**src/rtl/rf_event_mask_pkg.sv**
```systemverilog
// Function
// - Eight-bit mask register at 0x61A3, resets disabled
// - Bit 7 gates receive-enable cleared event
// - Bit 6 gates frame received event
// - Bit 5 gates frame filter pass event
// - Bit 2 gates receive queue level event
// - Bit 1 gates delimiter seen event
package rf_event_mask_pkg;
  localparam int EVENT_COUNT = 8;
  // Printed offsets are not word multiples, so byte address is four times index
  localparam logic [15:0] MASK_INDEX = 16'h61A3;
  localparam logic [15:0] FLAG_INDEX = 16'h61A6;
  localparam logic [17:0] MASK_ADDR = {MASK_INDEX, 2'b00};
  localparam logic [17:0] FLAG_ADDR = {FLAG_INDEX, 2'b00};
  localparam logic [7:0] MASK_RESET = 8'h00;
  localparam logic [7:0] FLAG_RESET = 8'h00;
  localparam int BIT_SPARE = 0;
  localparam int BIT_DELIMITER_SEEN = 1;
  localparam int BIT_RX_FIFO_LEVEL = 2;
  localparam int BIT_SOURCE_SEARCH_COMPLETE = 3;
  localparam int BIT_SOURCE_HIT = 4;
  localparam int BIT_FRAME_FILTER_PASS = 5;
  localparam int BIT_RX_FRAME_DONE = 6;
  localparam int BIT_RX_ENABLE_CLEARED = 7;
  typedef struct packed {
    logic rxEnableCleared;
    logic rxFrameDone;
    logic frameFilterPass;
    logic sourceHit;
    logic sourceSearchComplete;
    logic rxFifoLevel;
    logic delimiterSeen;
    logic spareBit0;
  } event_vec_t;
  typedef struct packed {
    logic read;
    logic write;
    logic [17:0] address;
    logic [31:0] writedata;
  } bus_req_t;
endpackage

```
**src/rtl/event_flag_bank.sv**
```systemverilog
`timescale 1ns/1ns
module event_flag_bank #(
  parameter int WIDTH = 8
) (
  input wire logic mclk,
  input wire logic resetn,
  input wire logic [WIDTH-1:0] setPulse,
  input wire logic [WIDTH-1:0] clearMask,
  output logic [WIDTH-1:0] flags
);
  logic [WIDTH-1:0] next_flags;
  initial begin
    if (WIDTH < 1) $error("WIDTH must be at least one");
  end
  // Set beats clear so no event is lost
  generate
    for (genvar i = 0; i < WIDTH; i++) begin : gBit
      always_comb begin
        next_flags[i] = setPulse[i] | (flags[i] & ~clearMask[i]);
      end
    end
  endgenerate
  always_ff @(posedge mclk or negedge resetn) begin
    if (!resetn) begin
      flags <= '0;
    end else begin
      flags <= next_flags;
    end
  end
endmodule

```
**src/rtl/rf_event_mask_bank0.sv**
```systemverilog
`timescale 1ns/1ns
module rf_event_mask_bank0 (
  input wire logic mclk,
  input wire logic resetn,
  input wire logic [17:0] address,
  input wire logic read,
  input wire logic write,
  input wire logic [31:0] writedata,
  input wire logic [3:0] byteenable,
  output logic [31:0] readdata,
  output logic waitrequest,
  input wire rf_event_mask_pkg::event_vec_t eventIn,
  output logic radioIrq
);
  logic [7:0] rfEventMask0;
  logic [7:0] next_rfEventMask0;
  logic [7:0] flags;
  logic [7:0] clearMask;
  logic [31:0] next_readdata;
  logic next_waitrequest;
  logic next_radioIrq;
  logic accept;
  logic request;
  logic maskSel;
  logic flagSel;
  logic writeLane0;

  // Address decode is shared by the write path and the read path
  function automatic logic hit(input logic [17:0] a, input logic [17:0] b);
    hit = (a == b);
  endfunction

  // Either strobe counts as a pending request
  assign request = read | write;

  // Accepting edge is the single cycle with waitrequest low
  assign accept = request & ~waitrequest; // Master still holds the request here

  // Decoded selects, one per mapped register
  assign maskSel = hit(address, rf_event_mask_pkg::MASK_ADDR);
  assign flagSel = hit(address, rf_event_mask_pkg::FLAG_ADDR);

  // Only lane 0 carries register bits; other lanes alone write nothing
  assign writeLane0 = write & byteenable[0];

  event_flag_bank #(
    .WIDTH(rf_event_mask_pkg::EVENT_COUNT)
  ) uFlags (
    .mclk(mclk),
    .resetn(resetn),
    .setPulse(eventIn),
    .clearMask(clearMask),
    .flags(flags)
  );

  // Register writes take effect on the accepting edge only
  always_comb begin
    next_rfEventMask0 = rfEventMask0;
    clearMask = 8'h00;
    if (accept && writeLane0) begin
      if (maskSel) begin
        next_rfEventMask0 = writedata[7:0];
      end
      if (flagSel) begin
        clearMask = writedata[7:0];
      end
    end
  end

  // Read data prepared in the wait cycle, so they stand at the accepting edge
  // Unmapped reads return zero, upper bits always zero
  always_comb begin
    next_readdata = 32'h0000_0000;
    if (read && waitrequest) begin
      if (maskSel) begin
        next_readdata = {24'h00_0000, rfEventMask0};
      end else if (flagSel) begin
        next_readdata = {24'h00_0000, flags};
      end
    end
  end

  // Handshake: a request seen with waitrequest high earns one low cycle
  always_comb begin
    next_waitrequest = ~(request & waitrequest);
  end

  // Level request, one cycle behind the flags; unmasked source only
  always_comb begin
    next_radioIrq = |(flags & rfEventMask0);
  end

  // Mask register; reset leaves every source disabled
  always_ff @(posedge mclk or negedge resetn) begin
    if (!resetn) begin
      rfEventMask0 <= rf_event_mask_pkg::MASK_RESET;
    end else begin
      rfEventMask0 <= next_rfEventMask0;
    end
  end

  // Bus answer registers; waitrequest idles high
  always_ff @(posedge mclk or negedge resetn) begin
    if (!resetn) begin
      readdata <= 32'h0000_0000;
      waitrequest <= 1'b1;
    end else begin
      readdata <= next_readdata;
      waitrequest <= next_waitrequest;
    end
  end

  // Interrupt registered so the pin never glitches during decode
  always_ff @(posedge mclk or negedge resetn) begin
    if (!resetn) begin
      radioIrq <= 1'b0;
    end else begin
      radioIrq <= next_radioIrq;
    end
  end

  a_irq_needs_enable: assert property (@(posedge mclk) disable iff (!resetn)
    radioIrq |-> $past(|(flags & rfEventMask0)))
    else $error("irq without enabled flag");
  a_irq_follows: assert property (@(posedge mclk) disable iff (!resetn)
    (|(flags & rfEventMask0)) |=> radioIrq)
    else $error("irq missing");
  a_mask_bit7_gates: assert property (@(posedge mclk) disable iff (!resetn)
    (flags == 8'h80 && !rfEventMask0[7]) |=> !radioIrq)
    else $error("bit 7 not gating");
  a_mask_bit6_gates: assert property (@(posedge mclk) disable iff (!resetn)
    (flags == 8'h40 && rfEventMask0 == 8'h40) |=> radioIrq)
    else $error("bit 6 not gating");
  a_mask_bit5_gates: assert property (@(posedge mclk) disable iff (!resetn)
    (flags == 8'h20 && !rfEventMask0[5]) |=> !radioIrq)
    else $error("bit 5 not gating");
  a_mask_bit2_gates: assert property (@(posedge mclk) disable iff (!resetn)
    (flags == 8'h04 && rfEventMask0 == 8'h04) |=> radioIrq)
    else $error("bit 2 not gating");
  a_mask_bit1_gates: assert property (@(posedge mclk) disable iff (!resetn)
    (flags == 8'h02 && !rfEventMask0[1]) |=> !radioIrq)
    else $error("bit 1 not gating");
  a_mask_write_lands: assert property (@(posedge mclk) disable iff (!resetn)
    (write && !waitrequest && byteenable[0] && address == rf_event_mask_pkg::MASK_ADDR)
    |=> rfEventMask0 == $past(writedata[7:0]))
    else $error("mask write lost");
  a_event_sets_flag: assert property (@(posedge mclk) disable iff (!resetn)
    eventIn[4] |=> flags[4])
    else $error("event flag not set");
  a_wait_one_cycle: assert property (@(posedge mclk) disable iff (!resetn)
    (read || write) && waitrequest |=> !waitrequest)
    else $error("answer late");

  c_irq_raised: cover property (@(posedge mclk) disable iff (!resetn) $rose(radioIrq));
  c_mask_read: cover property (@(posedge mclk) disable iff (!resetn)
    read && !waitrequest && address == rf_event_mask_pkg::MASK_ADDR);
  c_flag_clear: cover property (@(posedge mclk) disable iff (!resetn)
    write && !waitrequest && address == rf_event_mask_pkg::FLAG_ADDR);
  c_event_masked: cover property (@(posedge mclk) disable iff (!resetn)
    (|eventIn) && rfEventMask0 == 8'h00);
  c_read_then_write: cover property (@(posedge mclk) disable iff (!resetn)
    (read && !waitrequest) ##2 write);

  // Source-match bits: bit 4 must block and bit 3 must enable like every other source
  a_mask_bit4_gates: assert property (@(posedge mclk) disable iff (!resetn)
    (flags == 8'h10 && !rfEventMask0[4]) |=> !radioIrq)
    else $error("bit 4 not gating");

  a_mask_bit3_enables: assert property (@(posedge mclk) disable iff (!resetn)
    (flags == 8'h08 && rfEventMask0 == 8'h08) |=> radioIrq)
    else $error("bit 3 not enabling");

  // Enabling side of bits 7, 5 and 1 checked for gating above, so a stuck-low gate is caught too
  a_mask_bit7_enables: assert property (@(posedge mclk) disable iff (!resetn)
    (flags == 8'h80 && rfEventMask0 == 8'h80) |=> radioIrq)
    else $error("bit 7 not enabling");

  a_mask_bit5_enables: assert property (@(posedge mclk) disable iff (!resetn)
    (flags == 8'h20 && rfEventMask0 == 8'h20) |=> radioIrq)
    else $error("bit 5 not enabling");

  a_mask_bit1_enables: assert property (@(posedge mclk) disable iff (!resetn)
    (flags == 8'h02 && rfEventMask0 == 8'h02) |=> radioIrq)
    else $error("bit 1 not enabling");

  // Blocking side of bits 6 and 2, checked for enabling above
  a_mask_bit6_blocks: assert property (@(posedge mclk) disable iff (!resetn)
    (flags == 8'h40 && !rfEventMask0[6]) |=> !radioIrq)
    else $error("bit 6 not blocking");

  a_mask_bit2_blocks: assert property (@(posedge mclk) disable iff (!resetn)
    (flags == 8'h04 && !rfEventMask0[2]) |=> !radioIrq)
    else $error("bit 2 not blocking");

  // Mask only moves on an accepted write
  a_mask_held_idle: assert property (@(posedge mclk) disable iff (!resetn)
    !(write && !waitrequest) |=> $stable(rfEventMask0))
    else $error("mask changed without write");

  // Readback of the mask stands while waitrequest is low
  a_mask_read_value: assert property (@(posedge mclk) disable iff (!resetn)
    (read && waitrequest && address == rf_event_mask_pkg::MASK_ADDR)
    |=> readdata == {24'h00_0000, $past(rfEventMask0)})
    else $error("mask readback wrong");

  // Outside the answer cycle the data bus rests at zero
  a_readdata_rests: assert property (@(posedge mclk) disable iff (!resetn)
    waitrequest |-> readdata == 32'h0000_0000)
    else $error("readdata not zero when idle");

  // Write one clears, unless a new event lands in the same cycle
  a_flag_clear_works: assert property (@(posedge mclk) disable iff (!resetn)
    (write && !waitrequest && byteenable[0] && address == rf_event_mask_pkg::FLAG_ADDR
    && eventIn == 8'h00) |=> (flags & $past(writedata[7:0])) == 8'h00)
    else $error("flag not cleared");

  // No request, no answer
  a_no_spurious_answer: assert property (@(posedge mclk) disable iff (!resetn)
    !(read || write) |=> waitrequest)
    else $error("answer without request");
endmodule

```
**config.mk**
```make
export PLATFORM = sky130hd
export DESIGN_NAME = rf_event_mask_bank0
export DESIGN_NICKNAME = d
export VERILOG_FILES = /design/src/rtl/rf_event_mask_pkg.sv /design/src/rtl/event_flag_bank.sv /design/src/rtl/rf_event_mask_bank0.sv
export SDC_FILE = /design/constraint.sdc
export NUM_CORES = 1
export LEC_CHECK = 0
export ABC_AREA = 1
export BUFFER_PORTS_ARGS = -buffer_cell sky130_fd_sc_hd__buf_2
export CAP_MARGIN = 15
export CELL_PAD_IN_SITES_DETAIL_PLACEMENT = 0
export CELL_PAD_IN_SITES_GLOBAL_PLACEMENT = 1
export CORE_ASPECT_RATIO = 0.75
export CORE_MARGIN = 2
export CORE_UTILIZATION = 25
export DETAILED_ROUTE_END_ITERATION = 16
export PLACE_DENSITY = 0.76
export SYNTH_ARGS = -nofsm -noshare
export SYNTH_HDL_FRONTEND = slang
export SYNTH_SLANG_ARGS = --single-unit
```
**constraint.sdc**
```tcl
create_clock -name mclk -period 1.3 [get_ports mclk]
set_clock_uncertainty 0.1 [all_clocks]
set_input_delay 0.39 -clock mclk [delete_from_list [all_inputs] [get_ports mclk]]
set_output_delay 0.39 -clock mclk [all_outputs]
set_load 0.02 [all_outputs]
```
## After elaboration in Yosys (flattened, before gate mapping)

Index checks and enable logic that the tools add are counted.

- Register bits after elaboration: 50
- Bits of input ports: 66
- Output and inout port bits: 34
- Logic and storage cells: 47

- Eq/ne operators: 2
- Multiplexer cells: 5
- Bitwise gates (word level): 31
- Reduce and logical (&&, ||, !) cells: 4

Operators with widths:

| cell | count |
|---|---|
| 8-bit 2-to-1 mux | 5 |
| 18-bit by 17-bit equality test with 1-bit output (second input constant) | 2 |
| 1-bit AND | 11 |
| 1-bit NOT | 10 |
| 1-bit OR | 9 |
| 8-bit AND | 1 |
| 8-bit OR reduction | 1 |
| 1-bit logical AND | 2 |
| 2-bit AND reduction | 1 |

## Logic depth before layout (Yosys ltp)

- Depth in word-level cells: 7
- Depth in mapped cells: 9

## Hierarchy

Synthesis repeated with hierarchy kept, for this count alone.

- Cells, all modules: 188
- Area, all modules: 1,530.2 µm²

By module, submodules not included:

| module | instances | cells an instance | area each (µm²) | sequential area each (µm²) |
|---|---|---|---|---|
| rf_event_mask_bank0 | 1 | 148 | 1,209.9 | 451.7 |
| event_flag_bank | 1 | 40 | 320.3 | 200.2 |

## Worst setup path before layout

Ideal clock, no wire load.

- Kind: input to register
- From: input port address[13]
- To: register rfEventMask0[6]
- Arrival time: 1.187 ns
- Data required time: 1.083 ns
- Setup slack: -0.103 ns
- Stages on the path: 9
- Path buffers: 1
- Cells stage by stage: inv_2 nand2_1 nor2_1 nand2_1 nor2_8 nand3_4 buf_6 nand2_2 o21ai_2

- Cells in the longest elaborated chain, start to end: 2

Ends and longest elaborated chain:

| element | RTL line | RTL |
|---|---|---|
| start, declared | rf_event_mask_bank0.sv:5 | `input wire logic [17:0] address,` |
| 18-bit by 17-bit equality test with 1-bit output | rf_event_mask_bank0.sv:30 | `hit = (a == b);` |
| 2-bit AND reduction (no line) | -- |  |
| end signal, assigned | rf_event_mask_bank0.sv:96 | `rfEventMask0 <= rf_event_mask_pkg::MASK_RESET;` |
| end signal, assigned | rf_event_mask_bank0.sv:98 | `rfEventMask0 <= next_rfEventMask0;` |
| end, declared | rf_event_mask_bank0.sv:15 | `logic [7:0] rfEventMask0;` |

Every way passes these cells.
A chain may end at the register's enable or synchronous reset.

## Worst setup path after layout

- From: register waitrequest
- To: output port waitrequest

RTL lines:

| element | RTL line | RTL |
|---|---|---|
| start, declared | rf_event_mask_bank0.sv:11 | `output logic waitrequest,` |
| start signal, assigned | rf_event_mask_bank0.sv:109 | `waitrequest <= next_waitrequest;` |

No word-level cell between the ends.

==> run_summary.xml <==
<?xml version="1.0" encoding="UTF-8"?>
<metrics>
  <group name="run_status">
    <metric name="outcome" unit="">complete, but fails checks</metric>
    <metric name="failing_checks" unit="">negative setup slack</metric>
  </group>
  <group name="critical_path">
    <metric name="crit_path_start_kind" unit="">flip-flop</metric>
    <metric name="worstPathMaxFanout" unit="">2</metric>
    <metric name="r2r.worst_path.cells" unit="">6</metric>
    <metric name="end_kind" unit="">output port</metric>
    <metric name="timing.rr.start" unit="">waitrequest$_DFF_PN1_</metric>
    <metric name="timing_worst_setup_path_type" unit="">reg -&gt; out</metric>
    <metric name="cp.arrival" unit="ns">0.93</metric>
    <metric name="critPathMaxStageDelay" unit="ns">0.55</metric>
    <metric name="worst_path_dominant_cell_family" unit="">flip-flops</metric>
    <metric name="worstSetupStartpoint" unit="">waitrequest$_DFF_PN1_</metric>
    <metric name="crit_required" unit="ns">0.81</metric>
    <metric name="logic_depth_of_the_worst_setup_path_including_buffers" unit="">1</metric>
    <metric name="worst-path-buf-inv" unit="">1</metric>
    <metric name="slowest_stage" unit="">dfstp_2</metric>
    <metric name="crit_chain" unit="">buf_6</metric>
  </group>
  <group name="timing">
    <metric name="finalHoldViolations" unit="">0</metric>
    <metric name="report.final.slew_viol_count" unit="">0</metric>
    <metric name="setup_ws_final" unit="ns">-0.118</metric>
    <metric name="rsz0062_at_grt" unit="">yes</metric>
    <metric name="period_share" unit="%">109</metric>
    <metric name="achievable-frequency" unit="GHz">0.705</metric>
    <metric name="worst_hold_slack_across_all_endpoints" unit="ns">0.170</metric>
    <metric name="min_period" unit="ns">1.42</metric>
    <metric name="finalSetupViolations" unit="">14</metric>
  </group>
  <group name="final_layout">
    <metric name="ff_latch_area" unit="um2">652</metric>
    <metric name="post_route_cells_drive_above_1_share" unit="%">45.7</metric>
    <metric name="fill_cells" unit="">591</metric>
    <metric name="diodes" unit="">0</metric>
    <metric name="multi_input_area" unit="um2">769</metric>
    <metric name="finalNetCount" unit="">312</metric>
    <metric name="utilization" unit="%">37.2</metric>
    <metric name="synthToLayoutAreaGrowth" unit="%">44.2</metric>
  </group>
  <group name="global_route">
    <metric name="overflow_left_after_global_routing" unit="">0</metric>
    <metric name="grt_max_degree" unit="">27</metric>
    <metric name="first_global_vias" unit="">1132</metric>
    <metric name="antenna_violations_before_repair" unit="">0</metric>
    <metric name="first_pass_grt_wire_length" unit="um">5110</metric>
    <metric name="groute.usage.overall" unit="%">9.76</metric>
  </group>
  <group name="synthesis">
    <metric name="synth_cell_type_count" unit="">21</metric>
    <metric name="synthCells" unit="">179</metric>
    <metric name="post_synth_main_area_contributors" unit="">dfrtp_1 (42%), buf_4 (12%), nand2_1 (9.3%), inv_1 (6.3%), o21ai_2 (4.7%)</metric>
    <metric name="postSynthRegisterBits" unit="">26</metric>
    <metric name="synth_seq_area_share" unit="%">43.6</metric>
    <metric name="syn_avg_cell_area" unit="um2">8.36</metric>
    <metric name="area_leader_netlist" unit="">dfrtp_1</metric>
    <metric name="synth.top_cell.area_share" unit="%">41.8</metric>
    <metric name="synth.yosys.warnings" unit="">0</metric>
    <metric name="syn-cell-area" unit="mm2">0.00150</metric>
  </group>
  <group name="clock_network">
    <metric name="clockRootBuffer" unit="">clkbuf_8</metric>
    <metric name="path_clk_slew" unit="ns">0.09</metric>
    <metric name="clkLatencyLatePin" unit="ns">0.27</metric>
    <metric name="clock_tree.buffer_depth" unit="">2</metric>
    <metric name="tritoncts" unit="">done</metric>
    <metric name="htree_num_levels" unit="">1</metric>
    <metric name="numCtsBuffers" unit="">3</metric>
    <metric name="clock-sinks" unit="">26</metric>
  </group>
  <group name="die">
    <metric name="floorplan.rows" unit="">24</metric>
    <metric name="die-area" unit="mm2">0.00663</metric>
    <metric name="die_outline_width" unit="um">93.3</metric>
    <metric name="initial_utilization" unit="%">25.8</metric>
    <metric name="ios" unit="">100</metric>
    <metric name="fp.dieH" unit="um">71</metric>
    <metric name="core-area" unit="mm2">0.00580</metric>
  </group>
  <group name="routing">
    <metric name="ant_nets" unit="">0</metric>
    <metric name="initialDrtViolationCount" unit="">29</metric>
    <metric name="routed_wirelength" unit="um">3350</metric>
    <metric name="vias_per_cell" unit="">3.96</metric>
    <metric name="drc_errors" unit="">0</metric>
    <metric name="drt_first_pass_iters" unit="">4</metric>
    <metric name="route.detailed.wl_per_inst" unit="um">10.4</metric>
    <metric name="num_vias" unit="">1280</metric>
  </group>
  <group name="flow_run">
    <metric name="max-cap-violations" unit="">0</metric>
  </group>
  <group name="place">
    <metric name="place.port_buffers" unit="">48</metric>
    <metric name="gp_congestion" unit="">0.816</metric>
    <metric name="detailed_place_hpwl" unit="um">2520</metric>
  </group>
  <group name="hold_path">
    <metric name="worst_hold_path_type" unit="">in -&gt; reg</metric>
    <metric name="hp_start" unit="">write</metric>
    <metric name="worstHoldPathCells" unit="">2</metric>
  </group>
  <group name="power_and_ir_drop">
    <metric name="post-layout-total-power" unit="W">0.00162</metric>
    <metric name="power_per_cell_area" unit="mW/mm2">750</metric>
    <metric name="vdd_drop_max" unit="V">0.000310</metric>
    <metric name="static-leakage-power" unit="nW">1.06</metric>
  </group>
</metrics>
-- per-layer routing --
layer / GRT usage (%) / share of wire, %
met2: 15.8 / 47
met1: 12.9 / 44
met3: 3.09 / 8.8
met4: 1.96 / 0.63
met5: 0 / 0
-- power breakdown --
| group | switching (W) | internal (W) |
|---|---|---|
| clock network | 0.000239 | 0.000270 |
| registers | 0.00000253 | 0.000814 |
| logic | 0.000183 | 0.000109 |
| total | 0.000425 | 0.00119 |
-- path summary, 6_finish.rpt --
kind / endpoint / slack [ns]
worst max-delay path: waitrequest / -0.12
worst min-delay path: waitrequest$_DFF_PN1_ / 0.17
worst max register to register: rfEventMask0[0]$_DFFE_PN0P_ / -0.08
worst min register to register: rfEventMask0[2]$_DFFE_PN0P_ / 0.44
max in group asynchronous: waitrequest$_DFF_PN1_ / 0.41
min in group asynchronous: readdata[6]$_DFF_PN0_ / 0.48
-- sequential cells by signal (all words and copies together), names as in the netlist --
name          count
radioIrq          1
waitrequest       1
uFlags.flags      8
rfEventMask0      8
readdata          8
-- cells in the final DEF, fill, tap and decap left out, drive strengths merged --
cell type    Yosys  routed
clkbuf           0       4
o21ai           17      17
nor2            12      12
a221oi           2       2
conb             1      24
nand3           12      13
clkinv           1       1
nand2           40      40
inv             26      26
nand4            9       9
buf             25      62
dlygate4sd3      0       1
dfrtp           25      25
a21oi            8       8
dfstp            1       1
-- synthesized netlist by cell type (all sizes together) --
library cell	instances
inv	26
a21oi	8
o21ai	17
nand4	9
nand2	40
conb	1
buf	25
nand3	12
nor2	12
clkinv	1
dfstp	1
dfrtp	25
a221oi	2
-- per-stage QoR --
stage,TNS [ns],area (um2),worst slack [ns],cells
floorplan,-0.821,1640,-0.0960,202
global placement,-6.71,1860,-0.314,312
detailed placement,-7.01,1860,-0.333,312
CTS,-0.730,2000,-0.119,321
global route,-1.36,2160,-0.136,323
finish,-0.776,2160,-0.118,323
-- cells by family (layout without fill, tap and decap cells) --
| group | after synthesis | count (layout) | share of synthesized area (%) |
|---|---|---|---|
| other | 1 | 24 | 0.251 |
| buffers and inverters | 52 | 94 | 19.6 |
| DFF | 26 | 26 | 43.6 |
| and+or+nand+nor | 73 | 74 | 25.1 |
| AOI/OAI and AO/OA | 27 | 27 | 11.5 |
-- final cells by class --
| cell class | count | area share, % |
|---|---|---|
| Multi-Input combinational cell | 125 | 35.7 |
| Sequential cell | 26 | 30.2 |
| Timing Repair Buffer | 63 | 21.2 |
| Inverter | 27 | 5.91 |
| Tap cell | 78 | 4.52 |
| Clock buffer | 4 | 2.55 |
-- repair_timing --
item	in CTS	in global routing
hold endpoints to repair	25	0
pin swaps	10	18
gates cloned	1	0
hold buffers	1	0
resized for setup	7	37
endpoints found under the setup margin	19	31
setup buffers	3	2
No activity file was read; power rests on OpenSTA's default activity.
